File: src/rtl/tbo_pkg.sv
// Purpose: shared constants for the break and burst block
// Assumes: 16-bit registers on a byte-addressed register port
// Notes: offsets are byte addresses
package tbo_pkg;

  localparam int DATA_W = 16;
  localparam int FIFO_DEPTH = 16;
  localparam int NUM_CH = 4;
  localparam int ADDR_W = 8;

  // register byte addresses
  localparam logic [7:0] ADDR_CTRL_ONE = 8'h00;
  localparam logic [7:0] ADDR_BDT = 8'h44;
  localparam logic [7:0] ADDR_DCTRL = 8'h48;
  localparam logic [7:0] ADDR_BURST = 8'h4C;

  // break_deadtime_control fields
  localparam int DTS_LSB = 0;
  localparam int LOCK_LSB = 8;
  localparam int BIT_IDLE_OFF = 10;
  localparam int BIT_RUN_OFF = 11;
  localparam int BIT_BREAK_EN = 12;
  localparam int BIT_BREAK_POL = 13;
  localparam int BIT_AUTO_OE = 14;
  localparam int BIT_MAIN_OE = 15;

  // dma_burst_control fields
  localparam int BASE_LSB = 0;
  localparam int LEN_LSB = 8;
  localparam logic [15:0] DCTRL_MASK = 16'h1F1F;

  // lock levels
  localparam logic [1:0] LOCK_NONE = 2'h0;
  localparam logic [1:0] LOCK_ONE = 2'h1;

  // reset values
  localparam logic [15:0] BDT_RESET = 16'h0000;
  localparam logic [15:0] DCTRL_RESET = 16'h0000;
  localparam logic BREAK_LEVEL_RESET = 1'b1;

endpackage : tbo_pkg

File: src/rtl/tbo_fifo.sv
// Purpose: small first-in first-out buffer with valid and ready
// Assumes: DEPTH is a power of two
// Notes: ready on the fill side drops when full
`timescale 1ns/1ps
module tbo_fifo #(
  parameter int WIDTH = tbo_pkg::DATA_W,
  parameter int DEPTH = tbo_pkg::FIFO_DEPTH
) (
  input wire logic clk_i,
  input wire logic rst_n_i,
  input wire logic in_valid_i,
  output logic in_ready_o,
  input wire logic [WIDTH-1:0] in_data_i,
  output logic out_valid_o,
  input wire logic out_ready_i,
  output logic [WIDTH-1:0] out_data_o
);

  localparam int PW = $clog2(DEPTH);
  localparam int CW = PW + 1;

  typedef struct packed {
    logic [DEPTH-1:0][WIDTH-1:0] mem;
    logic [PW-1:0] wr_ptr;
    logic [PW-1:0] rd_ptr;
    logic [CW-1:0] count;
    logic rdy;
  } tbo_fifo_state_t;

  tbo_fifo_state_t st_reg;
  tbo_fifo_state_t st_next;
  logic push;
  logic pop;

  assign in_ready_o = st_reg.rdy;
  assign out_valid_o = (st_reg.count != '0);
  assign out_data_o = st_reg.mem[st_reg.rd_ptr];
  assign push = in_valid_i & in_ready_o;
  assign pop = out_valid_o & out_ready_i;

  ////////////////////////////////////////////////////////////////
  always_comb begin
    st_next = st_reg;
    if (push) begin
      st_next.mem[st_reg.wr_ptr] = in_data_i;
      st_next.wr_ptr = PW'(st_reg.wr_ptr + 1'b1);
    end
    if (pop) begin
      st_next.rd_ptr = PW'(st_reg.rd_ptr + 1'b1);
    end
    if (push && !pop) begin
      st_next.count = CW'(st_reg.count + 1'b1);
    end else if (pop && !push) begin
      st_next.count = CW'(st_reg.count - 1'b1);
    end
    // ready is kept in a flop so the fill side sees a registered signal
    st_next.rdy = (st_next.count != CW'(DEPTH));
  end

  always_ff @(posedge clk_i) begin
    if (!rst_n_i) begin
      st_reg <= '{rdy: 1'b1, default: '0};
    end else begin
      st_reg <= st_next;
    end
  end

endmodule : tbo_fifo

File: src/rtl/tbo_break_burst.sv
// Purpose: main output enable with break, and burst register access
// Assumes: one 25 MHz clock, synchronous active-low reset
// Notes: dma byte mode must not change inside a burst
//
// How it works
// [RULE_01] run off-state 1: a newly enabled channel first drives inactive level
// [RULE_02] break input acts only while break enable is 1
// [RULE_03] break polarity 0 means low active, 1 means high active
// [RULE_04] software waits one clock before trusting a new polarity
// [RULE_05] auto enable sets main enable at update when no break
// [RULE_06] main enable 0 disables outputs or forces idle level
// [RULE_07] with main enable 1, each output drives only when enabled
// [RULE_08] an active break clears main enable at once
// [RULE_09] lock level 1 or more freezes break enable, polarity, auto enable
// [RULE_10] burst base counts registers from control register one
// [RULE_11] burst length field plus one gives transfers per burst
// [RULE_12] burst data access goes to base plus running index
// [RULE_13] 16-bit data puts one word into each target register
// [RULE_14] 8-bit data puts high byte first, low byte next
// [RULE_15] lock field encodes levels and is written once after reset
// [RULE_16] target byte address is control one plus four times sum
// [RULE_17] burst control reserved bits read zero, writes ignored
`timescale 1ns/1ps
module tbo_break_burst (
  input wire logic clk_i,
  input wire logic rst_n_i,
  input wire logic [7:0] reg_addr_i,
  input wire logic [15:0] reg_wdata_i,
  input wire logic reg_wr_i,
  input wire logic reg_rd_i,
  output logic [15:0] reg_rdata_o,
  input wire logic break_input_i,
  input wire logic update_event_i,
  input wire logic [3:0] channel_output_enable_i,
  input wire logic [3:0] channel_complement_enable_i,
  input wire logic [3:0] channel_polarity_i,
  input wire logic [3:0] complement_polarity_i,
  input wire logic [3:0] pwm_ref_i,
  input wire logic dma_wvalid_i,
  input wire logic [15:0] dma_wdata_i,
  input wire logic dma_byte_mode_i,
  output logic dma_wready_o,
  output logic [3:0] channel_output_o,
  output logic [3:0] channel_output_oe_n_o,
  output logic [3:0] channel_complement_output_o,
  output logic [3:0] channel_complement_oe_n_o,
  output logic main_output_enable_o
);

  typedef struct packed {
    logic [7:0] dts;
    logic [1:0] lock;
    logic lock_done;
    logic idle_off;
    logic run_off;
    logic brk_en;
    logic brk_pol;
    logic auto_oe;
    logic moe;
    logic [4:0] base;
    logic [4:0] blen;
    logic [4:0] idx;
    logic half;
    logic [2:0] brk_s;
    logic brk_lvl;
    logic [3:0] en_d;
    logic [3:0] enn_d;
    logic [3:0] out;
    logic [3:0] oe_n;
    logic [3:0] outn;
    logic [3:0] oen_n;
    logic [15:0] rdata;
  } tbo_state_t;

  localparam tbo_state_t ST_RST = '{
    brk_s: {3{tbo_pkg::BREAK_LEVEL_RESET}},
    brk_lvl: tbo_pkg::BREAK_LEVEL_RESET,
    oe_n: 4'hF,
    oen_n: 4'hF,
    default: '0
  };

  tbo_state_t st_reg;
  tbo_state_t st_next;

  logic fifo_valid;
  logic fifo_pop;
  logic [15:0] fifo_data;
  logic brk_act;
  logic [5:0] tgt_sum;
  logic [7:0] tgt_addr;
  logic [15:0] bdt_val;
  logic [15:0] dctrl_val;
  logic burst_rd;
  logic drain_go;

  ////////////////////////////////////////////////////////////////
  // write data for the burst stream
  tbo_fifo #(
    .WIDTH(tbo_pkg::DATA_W),
    .DEPTH(tbo_pkg::FIFO_DEPTH)
  ) u_fifo (
    .clk_i(clk_i),
    .rst_n_i(rst_n_i),
    .in_valid_i(dma_wvalid_i),
    .in_ready_o(dma_wready_o),
    .in_data_i(dma_wdata_i),
    .out_valid_o(fifo_valid),
    .out_ready_i(fifo_pop),
    .out_data_o(fifo_data)
  );

  ////////////////////////////////////////////////////////////////
  // break level and register views
  assign brk_act = st_reg.brk_en && (st_reg.brk_lvl == st_reg.brk_pol); // RULE_02 RULE_03
  assign tgt_sum = {1'b0, st_reg.base} + {1'b0, st_reg.idx}; // RULE_10 RULE_12
  assign tgt_addr = tbo_pkg::ADDR_CTRL_ONE + {tgt_sum, 2'b00}; // RULE_16
  assign bdt_val = {st_reg.moe, st_reg.auto_oe, st_reg.brk_pol, st_reg.brk_en,
                    st_reg.run_off, st_reg.idle_off, st_reg.lock, st_reg.dts};
  assign dctrl_val = {3'h0, st_reg.blen, 3'h0, st_reg.base}; // RULE_17
  assign burst_rd = reg_rd_i && (reg_addr_i == tbo_pkg::ADDR_BURST);
  assign drain_go = fifo_valid && !reg_wr_i && !burst_rd;
  assign fifo_pop = drain_go && (!dma_byte_mode_i || st_reg.half); // RULE_13 RULE_14

  ////////////////////////////////////////////////////////////////
  always_comb begin
    logic we;
    logic adv;
    logic [7:0] wa;
    logic [7:0] ra;
    logic [15:0] wd;
    we = 1'b0;
    adv = 1'b0;
    wa = reg_addr_i;
    ra = reg_addr_i;
    wd = reg_wdata_i;
    st_next = st_reg;
    st_next.rdata = '0;

    // three-stage input filter on the break pin
    st_next.brk_s = {st_reg.brk_s[1:0], break_input_i};
    if (st_reg.brk_s[2] == st_reg.brk_s[1]) begin
      st_next.brk_lvl = st_reg.brk_s[2];
    end

    // one register write per cycle, software first
    if (reg_wr_i) begin
      we = 1'b1;
      if (reg_addr_i == tbo_pkg::ADDR_BURST) begin
        wa = tgt_addr; // RULE_12
        adv = 1'b1;
      end
    end else if (drain_go) begin
      we = 1'b1;
      wa = tgt_addr; // RULE_12
      adv = 1'b1;
      if (!dma_byte_mode_i) begin
        wd = fifo_data; // RULE_13
      end else if (!st_reg.half) begin
        wd = {8'h00, fifo_data[15:8]}; // RULE_14
      end else begin
        wd = {8'h00, fifo_data[7:0]}; // RULE_14
      end
      st_next.half = dma_byte_mode_i && !st_reg.half;
    end

    // burst read goes to the current target
    if (reg_rd_i) begin
      if (burst_rd) begin
        ra = tgt_addr; // RULE_12
        adv = 1'b1;
      end
      if (ra == tbo_pkg::ADDR_BDT) begin
        st_next.rdata = bdt_val;
      end else if (ra == tbo_pkg::ADDR_DCTRL) begin
        st_next.rdata = dctrl_val;
      end
    end

    // index wraps after length plus one beats
    if (adv) begin
      if (st_reg.idx == st_reg.blen) begin
        st_next.idx = '0; // RULE_11
      end else begin
        st_next.idx = 5'(st_reg.idx + 5'h01);
      end
    end

    if (we && wa == tbo_pkg::ADDR_BDT) begin
      st_next.moe = wd[tbo_pkg::BIT_MAIN_OE];
      if (st_reg.lock == tbo_pkg::LOCK_NONE) begin
        st_next.dts = wd[tbo_pkg::DTS_LSB +: 8];
        st_next.brk_en = wd[tbo_pkg::BIT_BREAK_EN]; // RULE_09
        st_next.brk_pol = wd[tbo_pkg::BIT_BREAK_POL]; // RULE_09
        st_next.auto_oe = wd[tbo_pkg::BIT_AUTO_OE]; // RULE_09
      end
      if (st_reg.lock <= tbo_pkg::LOCK_ONE) begin
        st_next.idle_off = wd[tbo_pkg::BIT_IDLE_OFF];
        st_next.run_off = wd[tbo_pkg::BIT_RUN_OFF];
      end
      if (!st_reg.lock_done) begin
        st_next.lock = wd[tbo_pkg::LOCK_LSB +: 2]; // RULE_15
        st_next.lock_done = 1'b1; // RULE_15
      end
    end else if (we && wa == tbo_pkg::ADDR_DCTRL) begin
      st_next.base = wd[tbo_pkg::BASE_LSB +: 5]; // RULE_10
      st_next.blen = wd[tbo_pkg::LEN_LSB +: 5]; // RULE_11
      st_next.idx = '0;
      st_next.half = 1'b0;
    end

    // automatic re-enable, then break wins over any set
    if (update_event_i && st_reg.auto_oe && !brk_act) begin
      st_next.moe = 1'b1; // RULE_05
    end
    if (brk_act) begin
      st_next.moe = 1'b0; // RULE_08
    end

    // output stage per channel
    st_next.en_d = channel_output_enable_i;
    st_next.enn_d = channel_complement_enable_i;
    for (int i = 0; i < tbo_pkg::NUM_CH; i++) begin
      st_next.oe_n[i] = 1'b1;
      st_next.oen_n[i] = 1'b1;
      st_next.out[i] = channel_polarity_i[i];
      st_next.outn[i] = complement_polarity_i[i];
      if (st_reg.moe) begin
        if (channel_output_enable_i[i]) begin // RULE_07
          if (st_reg.en_d[i]) begin
            st_next.oe_n[i] = 1'b0;
            st_next.out[i] = pwm_ref_i[i] ^ channel_polarity_i[i];
          end else begin
            st_next.oe_n[i] = !st_reg.run_off; // RULE_01
          end
        end
        if (channel_complement_enable_i[i]) begin // RULE_07
          if (st_reg.enn_d[i]) begin
            st_next.oen_n[i] = 1'b0;
            st_next.outn[i] = !pwm_ref_i[i] ^ complement_polarity_i[i];
          end else begin
            st_next.oen_n[i] = !st_reg.run_off; // RULE_01
          end
        end
      end else begin
        st_next.oe_n[i] = !(st_reg.idle_off && channel_output_enable_i[i]); // RULE_06
        st_next.oen_n[i] = !(st_reg.idle_off && channel_complement_enable_i[i]); // RULE_06
      end
    end
  end

  always_ff @(posedge clk_i) begin
    if (!rst_n_i) begin
      st_reg <= ST_RST;
    end else begin
      st_reg <= st_next;
    end
  end

  assign reg_rdata_o = st_reg.rdata;
  assign channel_output_o = st_reg.out;
  assign channel_output_oe_n_o = st_reg.oe_n;
  assign channel_complement_output_o = st_reg.outn;
  assign channel_complement_oe_n_o = st_reg.oen_n;
  assign main_output_enable_o = st_reg.moe;
endmodule : tbo_break_burst

File: config.mk
export PLATFORM = sky130hd
export DESIGN_NAME = tbo_break_burst
export DESIGN_NICKNAME = d
export VERILOG_FILES = /design/src/rtl/tbo_pkg.sv /design/src/rtl/tbo_fifo.sv /design/src/rtl/tbo_break_burst.sv
export SDC_FILE = /design/constraint.sdc
export NUM_CORES = 1
export LEC_CHECK = 0
export BUFFER_PORTS_ARGS = -buffer_cell sky130_fd_sc_hd__buf_2
export CELL_PAD_IN_SITES_DETAIL_PLACEMENT = 1
export CELL_PAD_IN_SITES_GLOBAL_PLACEMENT = 1
export CORE_MARGIN = 3
export CORE_UTILIZATION = 46
export DETAILED_ROUTE_END_ITERATION = 6
export PLACE_DENSITY_LB_ADDON = 0.1
export SLEW_MARGIN = 10
export SYNTH_ARGS = -nofsm -noshare
export SYNTH_HDL_FRONTEND = slang
export SYNTH_SLANG_ARGS = --single-unit
File: constraint.sdc
create_clock -name clk_i -period 3.4 [get_ports clk_i]
set_clock_uncertainty 0.2 [all_clocks]
set_input_delay 0.17 -clock clk_i [delete_from_list [all_inputs] [get_ports clk_i]]
set_output_delay 0.17 -clock clk_i [all_outputs]
set_load 0.01 [all_outputs]
# Yosys cells after proc, flatten, opt, wreduce, memory -nomap -nowiden
# Cells that the tools add are included.
totals:
  reg_bits: 347
  output_inout_bits: 34
classes:
  addsub: 6
  n_lt_le_gt_ge: 4
  n_eq_ne: 9
  muxes: 80
  bitwise: 13
  n_reduce_logical: 51
ops:
  columns: ["operator", "count"]
  rows:
  - ["256-bit bitwise mux", 1]
  - ["16-bit 2-to-1 mux", 6]
  - ["16-bit binary-select mux with 4-bit select", 1]
  - ["16-bit demux with 4-bit select", 1]
  - ["1-bit 2-to-1 mux", 58]
  - ["8-bit 2-to-1 mux", 6]
  - ["8-bit by 7-bit == test with 1-bit output (second input constant)", 5]
  - ["1-bit logical AND", 21]
  - ["1-bit logical NOT", 20]
  - ["5-bit 2-to-1 mux", 4]
  - ["13-bit 2-to-1 mux", 1]
  - ["6-bit 2-to-1 mux", 2]
  - ["5-bit by 1-bit adder with 5-bit output (second input constant)", 2]
  - ["4-bit by 5-bit < comparator with 1-bit output (second input constant)", 2]
  - ["2-bit AND reduction", 5]
  - ["4-bit by 1-bit adder with 4-bit output (second input constant)", 2]
  - ["1-bit bitwise XOR", 8]
  - ["5-bit by 5-bit adder with 6-bit output", 1]
  - ["5-bit == test", 1]
  - ["5-bit inequality test (second input constant)", 1]
  - ["5-bit nonzero test", 1]
  - ["5-bit by 1-bit subtractor with 5-bit output (second input constant)", 1]
  - ["4-bit by 1-bit >= comparator with 1-bit output (second input constant)", 1]
  - ["1-bit inverter", 3]
  - ["other kinds (7)", 9]

# Logic depth before layout (Yosys ltp)
logic_depth:
  word_depth: 11
  depth_mapped: 10
  mapped_depth_nobuf: 8

# Modules after synthesis
# Synthesis repeated with hierarchy kept, for this count alone.
hier_totals:
  cells_unflattened: 1719
  hier_area_um2: 15937.8
by_module_without_submodules:
  columns: ["mod", "n_inst", "cells_each", "area_each_um2", "seq_area_each_um2"]
  rows:
  - ["tbo_fifo", 1, 1347, 12196.7, 5405.2]
  - ["tbo_break_burst", 1, 372, 3741.1, 1541.5]

# Worst setup path before layout
# Ideal clock, no wire load.
synth_path:
  kind: "register to register"
  start: "reg st_reg[45] (netlist name)"
  end: "reg st_reg, in the netlist bdt_val[12]"
  setup_ns: 0.080
  t_arrival_ns: 2.319
  required_time_ns: 3.120
  path_slack_ns: 0.801
  path_stages_with_launch: 9
  n_path_buf: 1
  cell_sequence: "dfxtp_1 ha_1 fa_1 nand2b_1 or3_1 a221oi_2 buf_6 a21oi_1 a211oi_2"
synth_via:
  elab_chain_len: 6
  word_cells_on_any_way: 7
synth_lines:
  columns: ["element", "line", "source"]
  rows:
  - ["start: declaration", "tbo_break_burst.sv:83", "tbo_state_t st_reg;"]
  - ["start signal: assignment", "tbo_break_burst.sv:256", "st_reg <= st_next;"]
  - ["5-bit by 5-bit adder with 6-bit output (*)", "tbo_break_burst.sv:116", "assign tgt_sum = {1'b0, st_reg.base} + {1'b0, st_reg.idx};"]
  - ["8-bit 2-to-1 mux, on equally long branches", "tbo_break_burst.sv:153, tbo_break_burst.sv:149", null]
  - ["8-bit 2-to-1 mux (*)", "tbo_break_burst.sv:147", "if (reg_wr_i) begin"]
  - ["8-bit by 7-bit == test with 1-bit output (*)", "tbo_break_burst.sv:189", "if (we && wa == tbo_pkg::ADDR_BDT) begin"]
  - ["1-bit logical AND (*)", "tbo_break_burst.sv:189", null]
  - ["2-bit AND reduction (no line) (*)", null, null]
# Mark *: on every way between the ends. The rest lies on a longest branch, timed or not.
# A chain may end at the register's enable or synchronous reset.

# Worst setup path after layout
layout_path:
  start: "reg u_fifo.st_reg[7] (netlist name)"
  end: "reg st_reg, in the netlist main_output_enable_o"
layout_via:
  elab_chain_len: 7
layout_lines:
  columns: ["element", "line", "source"]
  rows:
  - ["start: declaration", "tbo_fifo.sv:30", "tbo_fifo_state_t st_reg;"]
  - ["start signal: assignment", "tbo_fifo.sv:64", "st_reg <= st_next;"]
  - ["16-bit binary-select mux with 4-bit select", "tbo_fifo.sv:37", "assign out_data_o = st_reg.mem[st_reg.rd_ptr];"]
  - ["16-bit 2-to-1 mux (implied by the code)", "tbo_fifo.sv:37", null]
  - ["16-bit 2-to-1 mux", "tbo_break_burst.sv:157", "if (!dma_byte_mode_i) begin"]
  - ["16-bit 2-to-1 mux", "tbo_break_burst.sv:153", "end else if (drain_go) begin"]
  - ["16-bit 2-to-1 mux", "tbo_break_burst.sv:147", null]
  - ["1-bit 2-to-1 mux", "tbo_break_burst.sv:189", null]
  - ["1-bit 2-to-1 mux", "tbo_break_burst.sv:213", "if (update_event_i && st_reg.auto_oe && !brk_act) begin"]
# No other way between the ends. The select of a mux whose other input is x is not followed.

==> results.json <==
{
  "outcome": "completed",
  "fmax_ghz": 0.3190,
  "ys_seq_area_share_pct": 45.17,
  "path_max_fanout": 19,
  "htree_levels": 2,
  "yosysTopAreaCell": "dfxtp_1",
  "maxSlewHeadroom_pct": 30.40,
  "synth_cells": 1892,
  "layout-drive-gt1-share_pct": 12.84,
  "grt_overflow": 0,
  "synth_compound_area_share_pct": 16.12,
  "finalPower_mw": 10.36,
  "crit_family": "buffers and inverters",
  "cts_num_sinks": 347,
  "synth_top_area_share_pct": 45.17,
  "gp_congestion": 0.8351,
  "start_util_pct": 46.91,
  "path_buf_inv": 2,
  "cp-start-kind": "flip-flop",
  "p_seq_share_pct": 41.5,
  "yosysWarnings": 0,
  "antennaDiodeCount": 0,
  "largest_reg_flops": 269,
  "combPwrFrac_pct": 15.9,
  "synthMuxAreaShare_pct": 9.389,
  "p_clk_share_pct": 42.6,
  "power_report.internal_total_mw": 7.469,
  "yosys.area_share.simple_pct": 20.99,
  "crit_type": "flip-flop to flip-flop",
  "fin_util_pct": 55.17,
  "area_growth_pct": 17.61,
  "floorplan.die_area_um2": 35660,
  "tightest_slew_ps": 1041,
  "tns_ps": 0,
  "worstPathRequired_ps": 3620,
  "cp.arrival_ps": 3350,
  "clkSlewWorstSetupHoldPaths_ps": 60,
  "cp_cell_sequence": "buf_4 > mux2i_1 > a22oi_1 > a21oi_1 > a21oi_1 > a222oi_1 > dlygate4sd3_1 > a21oi_1",
  "synth_common_cells": "nand2_1 (566), dfxtp_1 (347), a21oi_1 (278)",
  "grt_pass1_vias": 14660,
  "final_nets": 2054,
  "drt_iter0_drc": 1005,
  "drc": 0,
  "firstDrtPassIters": 5,
  "hpwl_mm": 33.20,
  "final_hold_viol_count": 0,
  "antenna_found_initial": 0,
  "slew_viol_final": 0,
  "yosys.area_share.adder_pct": 1.269,
  "endpoint_kind": "flip-flop",
  "root_buffer": "clkbuf_16",
  "p_sw_share_pct": 27.92,
  "preCtsSetupSlack_ps": 572.1,
  "synth_top_family_by_area": "simple AND/OR/NAND/NOR gates",
  "cts_buffer_depth": 3,
  "grt_pass1_wl_mm": 82.61,
  "place.port_buffers": 101,
  "grtUsageTotal_pct": 29.34,
  "numCtsBuffers": 40,
  "power_density_nw_per_um2": 572.9,
  "die_x_um": 188.8,
  "die_h_um": 188.8,
  "synth_xor_area_share_pct": 1.652,
  "avgSynthCellArea_um2": 8.128,
  "maxCapViolations": 0,
  "wl_per_cell_um": 21.72,
  "core_area_um2": 32780,
  "critPathMaxStageDelay_ps": 670,
  "cp_slowest_cell": "dfxtp_2",
  "grt_start_max_net_pins": 135,
  "switchingPower_mw": 2.894,
  "synth-main-ff-cell": "dfxtp_1",
  "worst_hold_path_type": "primary input to flip-flop",
  "ys_seq_elements": 347,
  "yosys-top-cells-area": "dfxtp_1 (45%), nand2_1 (14%), a21oi_1 (9.0%)",
  "rows": 66,
  "yosysMostFrequentCell": "nand2_1",
  "fin_ws_ps": 264.8,
  "synth_area_um2": 15380,
  "crit_top_cell": "a21oi_1",
  "tritoncts": "yes",
  "vdd_drop_max_mv": 0.3501,
  "routed_wl_mm": 53.06,
  "ios": 102,
  "viasPerCell": 5.743,
  "insertion_delay_ps": 530,
  "rsz0062_at_grt": "no",
  "ant_nets": 0,
  "fin_crit_sh_pct": 92.21,
  "period_needed_ps": 3135,
  "finalSetupViolCount": 0,
  "synth.distinct_cells": 57,
  "synth-edff-count": 0,
  "vias": 14030,
  "async_flop_share_pct": 0,
  "cellLeakagePower_nw": 6.188,
  "synth_nets": 1975
}
## through the flow
step | cells | hold slack, ps | cell area [µm²]
5_1_grt | 2443 | 41.38 | 18090
2_1_floorplan | 1892 | 58.87 | 15380
6_report | 2443 | 2.595 | 18090
3_3_place_gp | 2311 | 185.7 | 16130
4_1_cts | 2443 | 0.9407 | 18080
3_5_place_dp | 2311 | 194.2 | 16130
## cells by family after synthesis
kind of cell	Yosys count
xor gates and xnor gates	29
buffers and inverters	183
adders and majority gates	15
muxes	131
AOI/OAI and AO/OA	418
DFF	347
and+or+nand+nor	769
## worst register-to-register path: cells and delay by family (launching register included)
kind | cells | cell delay [ps]
buffers and inverters | 2 | 980
AOI/OAI and AO/OA | 5 | 800
DFF | 1 | 670
muxes | 1 | 370
## power by group through the flow
stage	Combinational (mW)	Sequential (mW)	Clock, mW
final	1.65	4.30	4.42
after global routing	1.80	4.31	4.65
after CTS	1.63	4.29	4.47
after detailed placement	1.55	4.38	0
after global placement	1.52	4.37	0
after floorplan	1.01	4.34	0
## metal layers
metal	track usage (%)	share of wire, %
met1	35.93	42
met2	52.92	50
met3	4.391	4.9
met4	9.424	2.9
met5	0	0
## layout make-up
class | count | area, µm²
multi-input cells | 1362 | 7630
inverters | 10 | 45.04
clock inverters | 18 | 203.9
well taps | 442 | 553.0
fillers | 3922 | 14700
repair buffers | 210 | 1549
flip-flops and latches | 347 | 6952
clock buffers | 54 | 1155
## placed cells by master, fill, tap and decap left out, types with 5 or more instances in the layout
cell	synthesis	layout
mux2_2	6	6
inv_1	9	9
o21ai_0	12	12
dlygate4sd3_1	0	60
mux4_2	10	10
ha_1	14	14
dfxtp_1	347	345
nand2_1	566	565
mux2i_1	115	115
nand2b_1	14	14
xnor2_1	9	9
clkbuf_16	0	41
nand4b_1	9	9
nor2_1	62	61
a21oi_1	278	278
buf_2	14	101
nor3_2	1	5
clkbuf_8	0	8
o22ai_1	8	8
buf_4	32	43
o211ai_1	13	13
clkinv_2	0	10
a22oi_1	58	58
nor3_1	12	8
and2_1	22	22
nor2b_1	8	6
a22o_1	10	10
o31ai_1	7	7
and3_1	7	7
buf_12	0	6
xor2_1	20	20
nand3_1	38	38
nand4_1	19	19
a211oi_1	5	5
clkbuf_1	115	5
## worst paths after layout
| path | from | endpoint | slack (ps) | cells after the start |
|---|---|---|---|---|
| hold / removal | reg_wdata_i[6] | bdt_val[6] | 3 | 4 |
| hold reg to reg | st_next[42] | st_next[43] | 240 | 1 |
| setup / recovery | u_fifo.st_reg[7] | main_output_enable_o | 260 | 8 |
| setup reg to reg | u_fifo.st_reg[7] | main_output_enable_o | 260 | 8 |
## what timing repair did
item                       CTS  global route
buffers inserted             0             0
gates resized for setup      0             1
hold buffers                60             0
setup endpoints to repair    0             1
hold endpoints to repair   309             0
Note: power is estimated with default switching activity, not from simulation.
